[src/gclk_consts.svh]
// Notes on behaviour
// - Status selector routes frame loss or clock loss, and alarm, freeze or signal loss
// - Legacy bit remaps system clock, output clock and select pins to status groups
// - Ganged interleave bit off uses internal mux; on disables it for wired-OR
// - Rising edge of counter latch bit pulses latch to all enabled framers
// - Interrupt inhibit forces low-active interrupt pin high; else follows interrupts
// - Interleave mode: off, two at 4.096, four at 8.192, eight at 16.384 MHz
// - Backplane frequency field selects 2.048, 4.096, 8.192 or 16.384 MHz
// - Receive sync select picks frame sync at 0, multiframe sync at 1
// - Transmit channel pins carry channel block at 0, channel clock at 1
// - Receive channel pins carry channel block at 0, channel clock at 1
// - System sync direction: inputs at 0, outputs on backplane clock at 1 when transmit sync select is set and legacy is off
// - Transmit sync pins carry per-channel sync at 0, system sync at 1 unless legacy is set
// - Reference select: recovered clocks 1 to 8, master-derived out, or external in
// - Reference frequency bit: 2.048 MHz at 0, 1.544 MHz at 1
// - Master frequency bit and period field declare the master clock rate
// - Receive system clocks come from own pins at 0, backplane clock at 1
// - Transmit system clocks come from own pins at 0, backplane clock at 1
`ifndef GCLK_CONSTS_SVH
`define GCLK_CONSTS_SVH
`define IDX_TRANSCEIVER_CTL 10'h0F0
`define IDX_FRAMER_CTL 10'h0F1
`define IDX_SYNC_PIN_CTL 10'h0F2
`define IDX_CLOCK_CTL_ONE 10'h0F3
`define IDX_CLOCK_CTL_THREE 10'h0F4
`define ADDR_TRANSCEIVER_CTL {`IDX_TRANSCEIVER_CTL, 2'b00}
`define ADDR_FRAMER_CTL {`IDX_FRAMER_CTL, 2'b00}
`define ADDR_SYNC_PIN_CTL {`IDX_SYNC_PIN_CTL, 2'b00}
`define ADDR_CLOCK_CTL_ONE {`IDX_CLOCK_CTL_ONE, 2'b00}
`define ADDR_CLOCK_CTL_THREE {`IDX_CLOCK_CTL_THREE, 2'b00}
`define RESET_VALUE 8'h00
`define GTC_INHIBIT 0
`define GTC_LATCH 1
`define GTC_GANGED 2
`define GTC_LEGACY 3
`define GTC_SEL_LO 5
`define GTC_SEL_HI 7
`define GFC_RX_CHAN 0
`define GFC_TX_CHAN 1
`define GFC_RX_SYNC 2
`define GFC_BP_LO 4
`define GFC_BP_HI 5
`define GFC_IBO_LO 6
`define GFC_IBO_HI 7
`define GSP_TRANSMIT_SYNC_SEL 0
`define GSP_SS_DIR 1
`define GC1_MPS_LO 0
`define GC1_MPS_HI 1
`define GC1_FREQ 2
`define GC1_BFREQ 3
`define GC1_REF_LO 4
`define GC1_REF_HI 7
`define GC3_TX_SYSCLK 5
`define GC3_RX_SYSCLK 6
`define REF_MCLK_OUT 4'h8
`define REF_EXT_IN 4'h9
`define STATUS_SEL_RESV 3'h6
`endif

[src/gclk_pkg.sv]
package gclk_pkg;
    typedef enum logic [1:0] {
        IBO_OFF = 2'h0, IBO_TWO = 2'h1, IBO_FOUR = 2'h2, IBO_EIGHT = 2'h3
    } ibo_mode_t;
    typedef enum logic [3:0] {
        REF_IDLE = 4'h1, REF_RECOVERED = 4'h2, REF_MCLK = 4'h4,
        REF_EXTERNAL = 4'h8
    } ref_src_t;
endpackage

[src/global_clock_pin_config.sv]
// Local design decision: the APB slave port.
`timescale 1ns/10ps
`include "gclk_consts.svh"
module global_clock_pin_config (
    input wire logic clock,
    input wire logic sys_rst,
    input wire logic psel,
    input wire logic penable,
    input wire logic pwrite,
    input wire logic [11:0] paddr,
    input wire logic [31:0] pwdata,
    output logic [31:0] prdata,
    output logic pready,
    output logic pslverr,
    input wire logic [7:0] receive_frame_loss,
    input wire logic [7:0] transmit_clock_loss,
    input wire logic [7:0] alarm_indication,
    input wire logic [7:0] receive_signalling_freeze,
    input wire logic [7:0] framer_signal_loss,
    input wire logic [7:0] receive_frame_sync,
    input wire logic [7:0] receive_multiframe_sync,
    input wire logic [7:0] tx_channel_block,
    input wire logic [7:0] tx_channel_clock,
    input wire logic [7:0] rx_channel_block,
    input wire logic [7:0] rx_channel_clock,
    input wire logic [7:0] transmit_sync,
    input wire logic [7:0] transmit_system_sync,
    input wire logic [7:0] receive_system_clock,
    input wire logic [7:0] transmit_system_clock,
    input wire logic [7:0] recovered_clock,
    input wire logic backplane_clock_out,
    input wire logic clock_output_src,
    input wire logic spi_select_in,
    input wire logic interrupt_req,
    output logic interrupt_pin_n,
    output logic [7:0] status_group_a,
    output logic [7:0] status_group_b,
    output logic [7:0] rx_sysclk_pin_out,
    output logic [7:0] tx_sysclk_pin_out,
    output logic [7:0] sysclk_pin_oe,
    output logic clock_output_pin,
    output logic spi_select_pin,
    output logic [7:0] rx_sync_pins,
    output logic [7:0] tx_chan_pins,
    output logic [7:0] rx_chan_pins,
    output logic [7:0] tx_sync_pins,
    output logic tx_sync_pins_oe,
    output logic [7:0] rx_sysclk_used,
    output logic [7:0] tx_sysclk_used,
    output logic counter_latch_pulse,
    output logic internal_mux_en,
    output logic [1:0] interleave_mode_field,
    output logic [1:0] backplane_freq_field,
    output logic backplane_ref_freq,
    output logic master_freq_bit,
    output logic [1:0] master_period_field,
    output logic [3:0] backplane_ref_src,
    output logic [7:0] backplane_ref_clock,
    output logic reference_clock_pin_out,
    output logic reference_clock_pin_oe
);
    // ======================================================
    // Register file
    logic [7:0] trx_ctl_r, framer_ctl_r, sync_ctl_r, clk_one_r, clk_three_r;
    logic access;
    logic [4:0] hit;
    logic [4:0] wr_hit;
    logic [7:0] rd_byte;

    function automatic logic [7:0] pick(input logic s, input logic [7:0] a,
                                        input logic [7:0] b);
        pick = s ? b : a;
    endfunction

    // One-hot register select, all zero for an unmapped address
    function automatic logic [4:0] decode(input logic [11:0] a);
        case (a)
            `ADDR_TRANSCEIVER_CTL: decode = 5'h01;
            `ADDR_FRAMER_CTL: decode = 5'h02;
            `ADDR_SYNC_PIN_CTL: decode = 5'h04;
            `ADDR_CLOCK_CTL_ONE: decode = 5'h08;
            `ADDR_CLOCK_CTL_THREE: decode = 5'h10;
            default: decode = 5'h00;
        endcase
    endfunction

    assign access = psel && penable;
    assign hit = decode(paddr);
    assign wr_hit = (access && pwrite) ? hit : 5'h00;

    always_ff @(posedge clock) begin
        if (sys_rst) begin
            trx_ctl_r <= `RESET_VALUE;
        end else if (wr_hit[0]) begin
            trx_ctl_r <= pwdata[7:0] & 8'hEF;
        end
    end

    always_ff @(posedge clock) begin
        if (sys_rst) begin
            framer_ctl_r <= `RESET_VALUE;
        end else if (wr_hit[1]) begin
            framer_ctl_r <= pwdata[7:0] & 8'hF7;
        end
    end

    always_ff @(posedge clock) begin
        if (sys_rst) begin
            sync_ctl_r <= `RESET_VALUE;
        end else if (wr_hit[2]) begin
            sync_ctl_r <= pwdata[7:0] & 8'h03;
        end
    end

    always_ff @(posedge clock) begin
        if (sys_rst) begin
            clk_one_r <= `RESET_VALUE;
        end else if (wr_hit[3]) begin
            clk_one_r <= pwdata[7:0];
        end
    end

    always_ff @(posedge clock) begin
        if (sys_rst) begin
            clk_three_r <= `RESET_VALUE;
        end else if (wr_hit[4]) begin
            clk_three_r <= pwdata[7:0] & 8'h7F;
        end
    end

    always_comb begin
        case (paddr)
            `ADDR_TRANSCEIVER_CTL: rd_byte = trx_ctl_r;
            `ADDR_FRAMER_CTL: rd_byte = framer_ctl_r;
            `ADDR_SYNC_PIN_CTL: rd_byte = sync_ctl_r;
            `ADDR_CLOCK_CTL_ONE: rd_byte = clk_one_r;
            `ADDR_CLOCK_CTL_THREE: rd_byte = clk_three_r;
            default: rd_byte = 8'h00;
        endcase
    end

    always_ff @(posedge clock) begin
        if (sys_rst) begin
            prdata <= 32'h00000000;
            pready <= 1'b0;
            pslverr <= 1'b0;
        end else begin
            pready <= psel && !penable;
            prdata <= {24'h000000, rd_byte};
            pslverr <= psel && !penable && (hit == 5'h00);
        end
    end

    // ======================================================
    // Input synchronisers
    logic [7:0] rfl_m, rfl_s, tcl_m, tcl_s, al_m, al_s, rsf_m, rsf_s;
    logic [7:0] fsl_m, fsl_s;
    logic irq_m, irq_s;
    always_ff @(posedge clock) begin
        if (sys_rst) begin
            rfl_m <= 8'h00;
            rfl_s <= 8'h00;
            tcl_m <= 8'h00;
            tcl_s <= 8'h00;
            al_m <= 8'h00;
            al_s <= 8'h00;
            rsf_m <= 8'h00;
            rsf_s <= 8'h00;
            fsl_m <= 8'h00;
            fsl_s <= 8'h00;
        end else begin
            rfl_m <= receive_frame_loss;
            rfl_s <= rfl_m;
            tcl_m <= transmit_clock_loss;
            tcl_s <= tcl_m;
            al_m <= alarm_indication;
            al_s <= al_m;
            rsf_m <= receive_signalling_freeze;
            rsf_s <= rsf_m;
            fsl_m <= framer_signal_loss;
            fsl_s <= fsl_m;
        end
    end

    always_ff @(posedge clock) begin
        if (sys_rst) begin
            irq_m <= 1'b0;
            irq_s <= 1'b0;
        end else begin
            irq_m <= interrupt_req;
            irq_s <= irq_m;
        end
    end

    // ======================================================
    // Status routing
    logic [2:0] sel;
    logic [7:0] grp_a, grp_b;
    logic legacy;
    assign sel = trx_ctl_r[`GTC_SEL_HI:`GTC_SEL_LO];
    assign legacy = trx_ctl_r[`GTC_LEGACY];
    always_comb begin
        if (sel >= `STATUS_SEL_RESV) begin
            grp_a = 8'h00;
            grp_b = 8'h00;
        end else begin
            grp_a = pick(sel[0], rfl_s, tcl_s);
            case (sel[2:1])
                2'h0: grp_b = al_s;
                2'h1: grp_b = rsf_s;
                default: grp_b = fsl_s;
            endcase
        end
    end

    logic latch_d_r;
    always_ff @(posedge clock) begin
        if (sys_rst) begin
            latch_d_r <= 1'b0;
            counter_latch_pulse <= 1'b0;
            interrupt_pin_n <= 1'b1;
        end else begin
            latch_d_r <= trx_ctl_r[`GTC_LATCH];
            counter_latch_pulse <= trx_ctl_r[`GTC_LATCH] && !latch_d_r;
            interrupt_pin_n <= trx_ctl_r[`GTC_INHIBIT] || !irq_s;
        end
    end

    always_ff @(posedge clock) begin
        if (sys_rst) begin
            status_group_a <= 8'h00;
            status_group_b <= 8'h00;
        end else begin
            status_group_a <= grp_a;
            status_group_b <= grp_b;
        end
    end

    always_ff @(posedge clock) begin
        if (sys_rst) begin
            rx_sysclk_pin_out <= 8'h00;
            tx_sysclk_pin_out <= 8'h00;
            sysclk_pin_oe <= 8'h00;
            clock_output_pin <= 1'b0;
            spi_select_pin <= 1'b0;
        end else begin
            rx_sysclk_pin_out <= legacy ? {grp_a[7:1], 1'b0} : 8'h00;
            tx_sysclk_pin_out <= legacy ? {grp_b[7:1], 1'b0} : 8'h00;
            sysclk_pin_oe <= legacy ? 8'hFE : 8'h00;
            clock_output_pin <= legacy ? grp_a[0] : clock_output_src;
            spi_select_pin <= legacy ? grp_b[0] : spi_select_in;
        end
    end

    // ======================================================
    // Pin function selects
    always_ff @(posedge clock) begin
        if (sys_rst) begin
            rx_sync_pins <= 8'h00;
            tx_chan_pins <= 8'h00;
            rx_chan_pins <= 8'h00;
        end else begin
            rx_sync_pins <= pick(framer_ctl_r[`GFC_RX_SYNC],
                receive_frame_sync, receive_multiframe_sync);
            tx_chan_pins <= pick(framer_ctl_r[`GFC_TX_CHAN],
                tx_channel_block, tx_channel_clock);
            rx_chan_pins <= pick(framer_ctl_r[`GFC_RX_CHAN],
                rx_channel_block, rx_channel_clock);
        end
    end

    always_ff @(posedge clock) begin
        if (sys_rst) begin
            tx_sync_pins <= 8'h00;
            tx_sync_pins_oe <= 1'b0;
        end else begin
            tx_sync_pins <= (sync_ctl_r[`GSP_TRANSMIT_SYNC_SEL] && !legacy) ?
                transmit_system_sync : transmit_sync;
            tx_sync_pins_oe <= sync_ctl_r[`GSP_SS_DIR] &&
                sync_ctl_r[`GSP_TRANSMIT_SYNC_SEL] && !legacy;
        end
    end

    always_ff @(posedge clock) begin
        if (sys_rst) begin
            rx_sysclk_used <= 8'h00;
            tx_sysclk_used <= 8'h00;
        end else begin
            rx_sysclk_used <= pick(clk_three_r[`GC3_RX_SYSCLK],
                receive_system_clock, {8{backplane_clock_out}});
            tx_sysclk_used <= pick(clk_three_r[`GC3_TX_SYSCLK],
                transmit_system_clock, {8{backplane_clock_out}});
        end
    end

    always_ff @(posedge clock) begin
        if (sys_rst) begin
            internal_mux_en <= 1'b1;
            interleave_mode_field <= 2'h0;
            backplane_freq_field <= 2'h0;
        end else begin
            internal_mux_en <= !trx_ctl_r[`GTC_GANGED];
            interleave_mode_field <=
                framer_ctl_r[`GFC_IBO_HI:`GFC_IBO_LO];
            backplane_freq_field <=
                framer_ctl_r[`GFC_BP_HI:`GFC_BP_LO];
        end
    end

    // ======================================================
    // Clock reference selection
    logic [3:0] ref_code;
    logic [3:0] src;
    assign ref_code = clk_one_r[`GC1_REF_HI:`GC1_REF_LO];
    always_comb begin
        if (!ref_code[3])
            src = gclk_pkg::REF_RECOVERED;
        else if (ref_code == `REF_MCLK_OUT)
            src = gclk_pkg::REF_MCLK;
        else if (ref_code == `REF_EXT_IN)
            src = gclk_pkg::REF_EXTERNAL;
        else
            src = gclk_pkg::REF_IDLE;
    end

    always_ff @(posedge clock) begin
        if (sys_rst) begin
            backplane_ref_src <= gclk_pkg::REF_RECOVERED;
            backplane_ref_clock <= 8'h00;
            reference_clock_pin_out <= 1'b0;
            reference_clock_pin_oe <= 1'b0;
        end else begin
            backplane_ref_src <= src;
            backplane_ref_clock <= (src == gclk_pkg::REF_RECOVERED) ?
                (8'h01 << ref_code[2:0]) & recovered_clock : 8'h00;
            reference_clock_pin_out <= (src == gclk_pkg::REF_MCLK) &&
                clock_output_src;
            reference_clock_pin_oe <= (src == gclk_pkg::REF_MCLK);
        end
    end

    always_ff @(posedge clock) begin
        if (sys_rst) begin
            backplane_ref_freq <= 1'b0;
            master_freq_bit <= 1'b0;
            master_period_field <= 2'h0;
        end else begin
            backplane_ref_freq <= clk_one_r[`GC1_BFREQ];
            master_freq_bit <= clk_one_r[`GC1_FREQ];
            master_period_field <= clk_one_r[`GC1_MPS_HI:`GC1_MPS_LO];
        end
    end
endmodule

[config.mk]
export PLATFORM = sky130hd
export DESIGN_NAME = global_clock_pin_config
export DESIGN_NICKNAME = d
export VERILOG_FILES = /design/src/gclk_pkg.sv /design/src/global_clock_pin_config.sv
export VERILOG_INCLUDE_DIRS = /design/src
export SDC_FILE = /design/constraint.sdc
export NUM_CORES = 1
export LEC_CHECK = 0
export BUFFER_PORTS_ARGS = -buffer_cell sky130_fd_sc_hd__buf_2
export CAP_MARGIN = 10
export CORE_UTILIZATION = 26
export DETAILED_ROUTE_END_ITERATION = 10
export PLACE_DENSITY_LB_ADDON = 0.2
export SLEW_MARGIN = 5
export SYNTH_ARGS = -nofsm -noshare
export SYNTH_HDL_FRONTEND = slang
export SYNTH_SLANG_ARGS = --single-unit
[constraint.sdc]
create_clock -name clock -period 4.3 [get_ports clock]
set_input_delay 0.215 -clock clock [delete_from_list [all_inputs] [get_ports clock]]
set_output_delay 0.215 -clock clock [all_outputs]
set_load 0.02 [all_outputs]
==> metrics.txt, run 1 <==
Crit. End Element=register; Final Max Slew Viols=0; DR vias/cell=4.02; EDFF count, synth=0; Clock Pin Slew Worst Setup and Hold Paths=60 ps; Tmin final=2070 ps; Syn Inst Count=723; share of cells above drive strength 1=0.299; Post-CTS Setup Bufs=0; FP Rows=62; first-pass GRT wire length=30900 um; Worst Setup Start Kind=register; largest net degree at the start of global routing=97; Synth cell types=38; Worst Path Class, Setup=reg -> reg; area of the multi-input gates=0.00285 sq mm; FILL cells=2909; power per cell area=405 mW/mm^2; synth top area cells=dfxtp_1, mux2i_1, nor2b_1; Hold WC Path Type=in -> reg; iteration-0 DRC count of the detailed router=219; final setup vio count=0; Yosys warning count=0; Reg area=~0.0046 sq mm; leak pwr=5.15 nW; gr usage total=0.127; Fin. Hold Viols=0; Slew headroom=0.392; drt first pass iters=4; Setup TNS Final=0 ps; grt ovf=0; CORE AREA=0.0291 sq mm; asr flop ratio synth=0; Top FF cell, synth=dfxtp_1; Die Area=0.0306 sq mm; Die Y-Extent=~170 um; post_cts resized=0; clk_skew=23.5 ps; CTS root buf=clkbuf_16; area grow syn2layout=49.1%; Hold Slack=44.9 ps; WL final=20200 um; syn avg cell area=10.8 sq um; register area share after synthesis=0.592; clk_lat worst skew=540 ps; status=finished clean; CTS sink cnt=between 200 and 250; Residual DRC=0; Longest Clk Path Bufs=3; Starting Density=0.267; initial antenna violation count=1; period utilization=0.482; routed len/inst=13.2 um; vias in the first global route=5897; Total Power=around 4.7 mW; PortBufs=279; H-tree depth=1; chip width=175 um; Synth area leader=dfxtp_1; top-area cell type share of the netlist area=0.592; CTS tree=yes; Place WS=2030 ps; final worst slack=2230 ps; FMAX=between 400 and 500 MHz; peak supply drop=0.260 mV; CP Max Fanout=13; CP Data Required Time=4760 ps; Routability Congestion=0.736; Final ANT Viol Nets=0; HPWL Detailed=13200 um; Synth Register Bits=230; Vias=6143; synthesized area=between 0.007 and 0.008 sq mm; I/O pin count=331; Least-Margin Pin Slew=905 ps; final net count=1307; max cap viols=0; Crit path arrival time=2530 ps; unrepaired setup endpoints after global routing=false; CTS Buf Count=26
logic make-up (layout without fill, tap and decap cells):
| family | count (synthesis) | after routing | share of synthesized area |
|---|---|---|---|
| simple gates | 288 | 288 | 0.212 |
| flops | 230 | 230 | 0.592 |
| mux | 83 | 83 | 0.110 |
| buf+inv | 76 | 469 | 0.0543 |
| compound gates | 45 | 45 | 0.0314 |
| other cells | 1 | 28 | 0.000482 |
timing repair:
item / CTS / global route
hold buffers: 141 / 0
hold endpoints to repair: 128 / 0
setup endpoints to repair: 0 / 0
per-layer routing:
layer	routed length, um	track usage	share of wire
met5	0	0	0
met4	690	0.0482	0.034
met3	1200	0.0313	0.059
met2	9240	0.209	0.46
met1	9110	0.160	0.45
cell usage in the layout (no fill, tap or decap), drive strengths merged, types with 15 or more instances in the layout:
master	count
and2	15
nor2b	99
nor2	71
mux2i	80
nand2	30
conb	27
a21oi	35
dfxtp	230
dlygate4sd3	141
nand2b	26
clkbuf	38
buf	284
state kept, by name, indices dropped and copies added, names as in the netlist, 8 cells and up:
name / cells
al_m: 8
tx_sync_pins: 8
backplane_ref_clock: 8
rsf_s: 8
rx_sync_pins: 8
fsl_m: 8
clk_one_r: 8
status_group_b: 8
fsl_s: 8
rfl_s: 8
tcl_m: 8
tcl_s: 8
rx_sysclk_used: 8
rx_chan_pins: 8
tx_sysclk_used: 8
rfl_m: 8
rsf_m: 8
status_group_a: 8
tx_chan_pins: 8
prdata: 8
al_s: 8
worst max-delay path: stages (launching register included):
cell and delay, ps:
dfxtp_1 720, nor2b_1 750, nand2_1 110, a21oi_1 250, and2_1 150
synth_stat cells, drive strengths merged, types with 4 or more instances:
| master | instances |
|---|---|
| dfxtp | 230 |
| nor2b | 99 |
| mux2i | 80 |
| nor2 | 71 |
| buf | 42 |
| a21oi | 35 |
| clkbuf | 34 |
| nand2 | 30 |
| nand2b | 26 |
| and2 | 15 |
| and3 | 8 |
| or2 | 8 |
| nor4 | 7 |
| and4 | 4 |
| nand3 | 4 |
| nor3 | 4 |
| o22ai | 4 |
power breakdown:
part	internal (mW)	switching [mW]
clock	1.25	0.854
sequential	2.20	0.0131
combinational	0.200	0.182
total	3.65	1.05
metrics by stage:
step / area (sq um) / util / cells
floorplan: 7880 / - / 749
global placement: 9380 / 0.322 / 1341
detailed placement: 9380 / 0.322 / 1341
CTS: 11600 / 0.399 / 1526
global route: 11600 / 0.399 / 1527
finish: 11600 / 0.399 / 1527
layout make-up:
class | count | area share
multi-input combinational | 443 | 0.246
clock inverter | 6 | 0.00572
timing repair buffer | 425 | 0.246
clock buffer | 38 | 0.0643
tap | 384 | 0.0414
antenna | 1 | 0.000216
sequential | 230 | 0.397
worst paths after layout:
path | end | slack, ps | start | cells past startpoint
setup reg to reg | tx_sysclk_pin_out[1] | 2230 | trx_ctl_r[7] | 4
hold / removal | prdata[4] | 40 | paddr[1] | 3
setup / recovery | tx_sysclk_pin_out[1] | 2230 | trx_ctl_r[7] | 4
hold reg to reg | counter_latch_pulse | 390 | latch_d_r | 1
No activity file was read; power rests on OpenSTA's default activity.
==> run 2: changes to the inputs <==
==> constraint.sdc (replaced) <==
create_clock -name clock -period 1.8 [get_ports clock]
set_input_delay 0.09 -clock clock [delete_from_list [all_inputs] [get_ports clock]]
set_output_delay 0.09 -clock clock [all_outputs]
set_load 0.02 [all_outputs]
==> run 2 against run 1 <==
  * Sequential cell count is the same
  * Register-to-register slack worse by 2100 ps
  * Non-clock buffer count rose by 43
  * Routed wire length is 4.8% higher
  * Critical path depth grew 3
  * Die area did not move
  * Sequential power grew 140%
  * Via count is 2.3% higher
  * Clock skew is 14 ps lower
==> metrics.txt, run 2 (synthesis results as in run 1) <==
Worst Path Class, Setup=in -> reg; WL final=roughly 21000 um; final setup vio count=0; most frequent cells in the layout=buf_2, dfxtp_1, dlygate4sd3_1; R2R depth=3; Non-Filler Instances=1572; R2R setup slack=160 ps; Fin. Hold Viols=0; Tmin final=1750 ps; clk_skew=9.52 ps; final net count=about 1.4k; drt first pass iters=4; peak supply drop=approximately 0.62 mV; status=finished clean; Routability Congestion=0.753; HPWL Detailed=14100 um; clk_lat worst skew=520 ps; Residual DRC=0; first-pass GRT wire length=32900 um; cell mode on critical path=dlygate4sd3_1; Worst path slowest cell=dlygate4sd3_1; CP Data Required Time=2200 ps; grt ovf=0; Place WS=-15.8 ps; DR vias/cell=~4.0; area grow syn2layout=55.9%; Final Max Slew Viols=0; period utilization=0.972; FP Rows=62; power per cell area=975 mW/mm^2; Hold WC Path Type=in -> reg; Core Util, Final=0.417; unrepaired setup endpoints after global routing=false; Setup TNS Final=0 ps; Vias=6287; PortBufs=279; share of cells above drive strength 1=0.317; Die Y-Extent=~170 um; CTS Buf Count=26; CTS root buf=clkbuf_16; commonest non-fill, non-tap cell in the layout=buf_2; initial antenna violation count=1; iteration-0 DRC count of the detailed router=168; hold path start=backplane_clock_out; Die Area=0.0306 sq mm; Clock Pin Slew Worst Setup and Hold Paths=60 ps; CORE AREA=about 0.029 sq mm; reg2reg end=tx_sysclk_used[0]; Starting Density=0.267; hold depth=3; family with the most delay on the worst path=buffers and inverters; Longest Clk Path Bufs=3; largest net degree at the start of global routing=48; FMAX=572 MHz; Post-Place Cells=1365; H-tree depth=1; CTS sink cnt=230; Final ANT Viol Nets=0; final worst slack=50.9 ps; buffers and inverters on the worst path=3; CP Max Fanout=5; chip width=175 um; n_diodes=0; vias in the first global route=6325; leak pwr=about 5.4 nW; CP max stage delay=550 ps; Crit. End Element=register; routed len/inst=between 10 and 15 um; worst hold endpoint=rx_sysclk_used[1]; Crit path arrival time=2150 ps; worst-path cell chain=dlygate4sd3_1, buf_2, nand4b_1, nor3b_1, nand3_1, mux2i_1, dlygate4sd3_1; max cap viols=0; worst flop-to-flop path startpoint=clk_three_r[5]; CTS tree=yes; Worst Setup Start Kind=input port; Total Power=11.8 mW; I/O pin count=331; gr usage total=0.135
-- run 2: cell count changes in the layout (fill, tap and decap cells not counted), moves of 2 or more --
cell and delta:
clkbuf_8 +3, clkbuf_1 -2, buf_12 +3, buf_4 +23
clkinv_2 -3, bufinv_16 +2, dlygate4sd3_1 +16
-- run 2: final cells by class --
class / instances / area (sq um)
timing repair buffer: 468 / 3260
clock buffer: 40 / 805
tap: 384 / 480
clock inverter: 7 / 123
sequential: 230 / 4600
multi-input combinational: 443 / 2860
fill: 2881 / 17000
-- run 2: timing repair --
item / 4_1_cts / 5_1_grt
hold endpoints to repair: 145 / 0
endpoints found under the setup margin: 0 / 8
hold buffers: 157 / 0
gates resized for setup: 0 / 4
buffers inserted: 0 / 3
-- run 2: per-layer routing --
layer  vias up  part of all wire  track usage
li1       3196                 -            -
met1      2864              0.44        0.163
met2       194              0.48        0.237
met3        31             0.060       0.0344
met4         2             0.021       0.0359
met5         -           0.00080            0
-- run 2: where the power goes --
part,internal [mW],switching (mW),leakage (nW)
Clock,3.51,2.07,0.453
Sequential,5.25,0.0313,1.89
Combinational,0.512,0.451,3.10
-- run 2: worst max path at each step --
stage,from,to,depth (start not counted),slack [ps]
after global placement,paddr[11],prdata[4],4,40
after CTS,sync_ctl_r[0],tx_sync_pins[3],4,60
after global routing,penable,sync_ctl_r[0],7,4
after floorplan,paddr[11],clk_one_r[0],5,60
after detailed placement,paddr[11],prdata[4],4,-20
final,psel,sync_ctl_r[0],7,50
-- run 2: worst min-delay path: stages --
cell and delay (ps):
buf_2 100, nand2_1 210, a21oi_1 100
-- run 2: through the flow --
stage          area (sq um)  hold slack, ps
3_5_place_dp           9590             303
3_3_place_gp           9590             304
5_1_grt               12100            54.1
4_1_cts               12100            7.41
2_1_floorplan          7880             175
6_report              12100            36.1
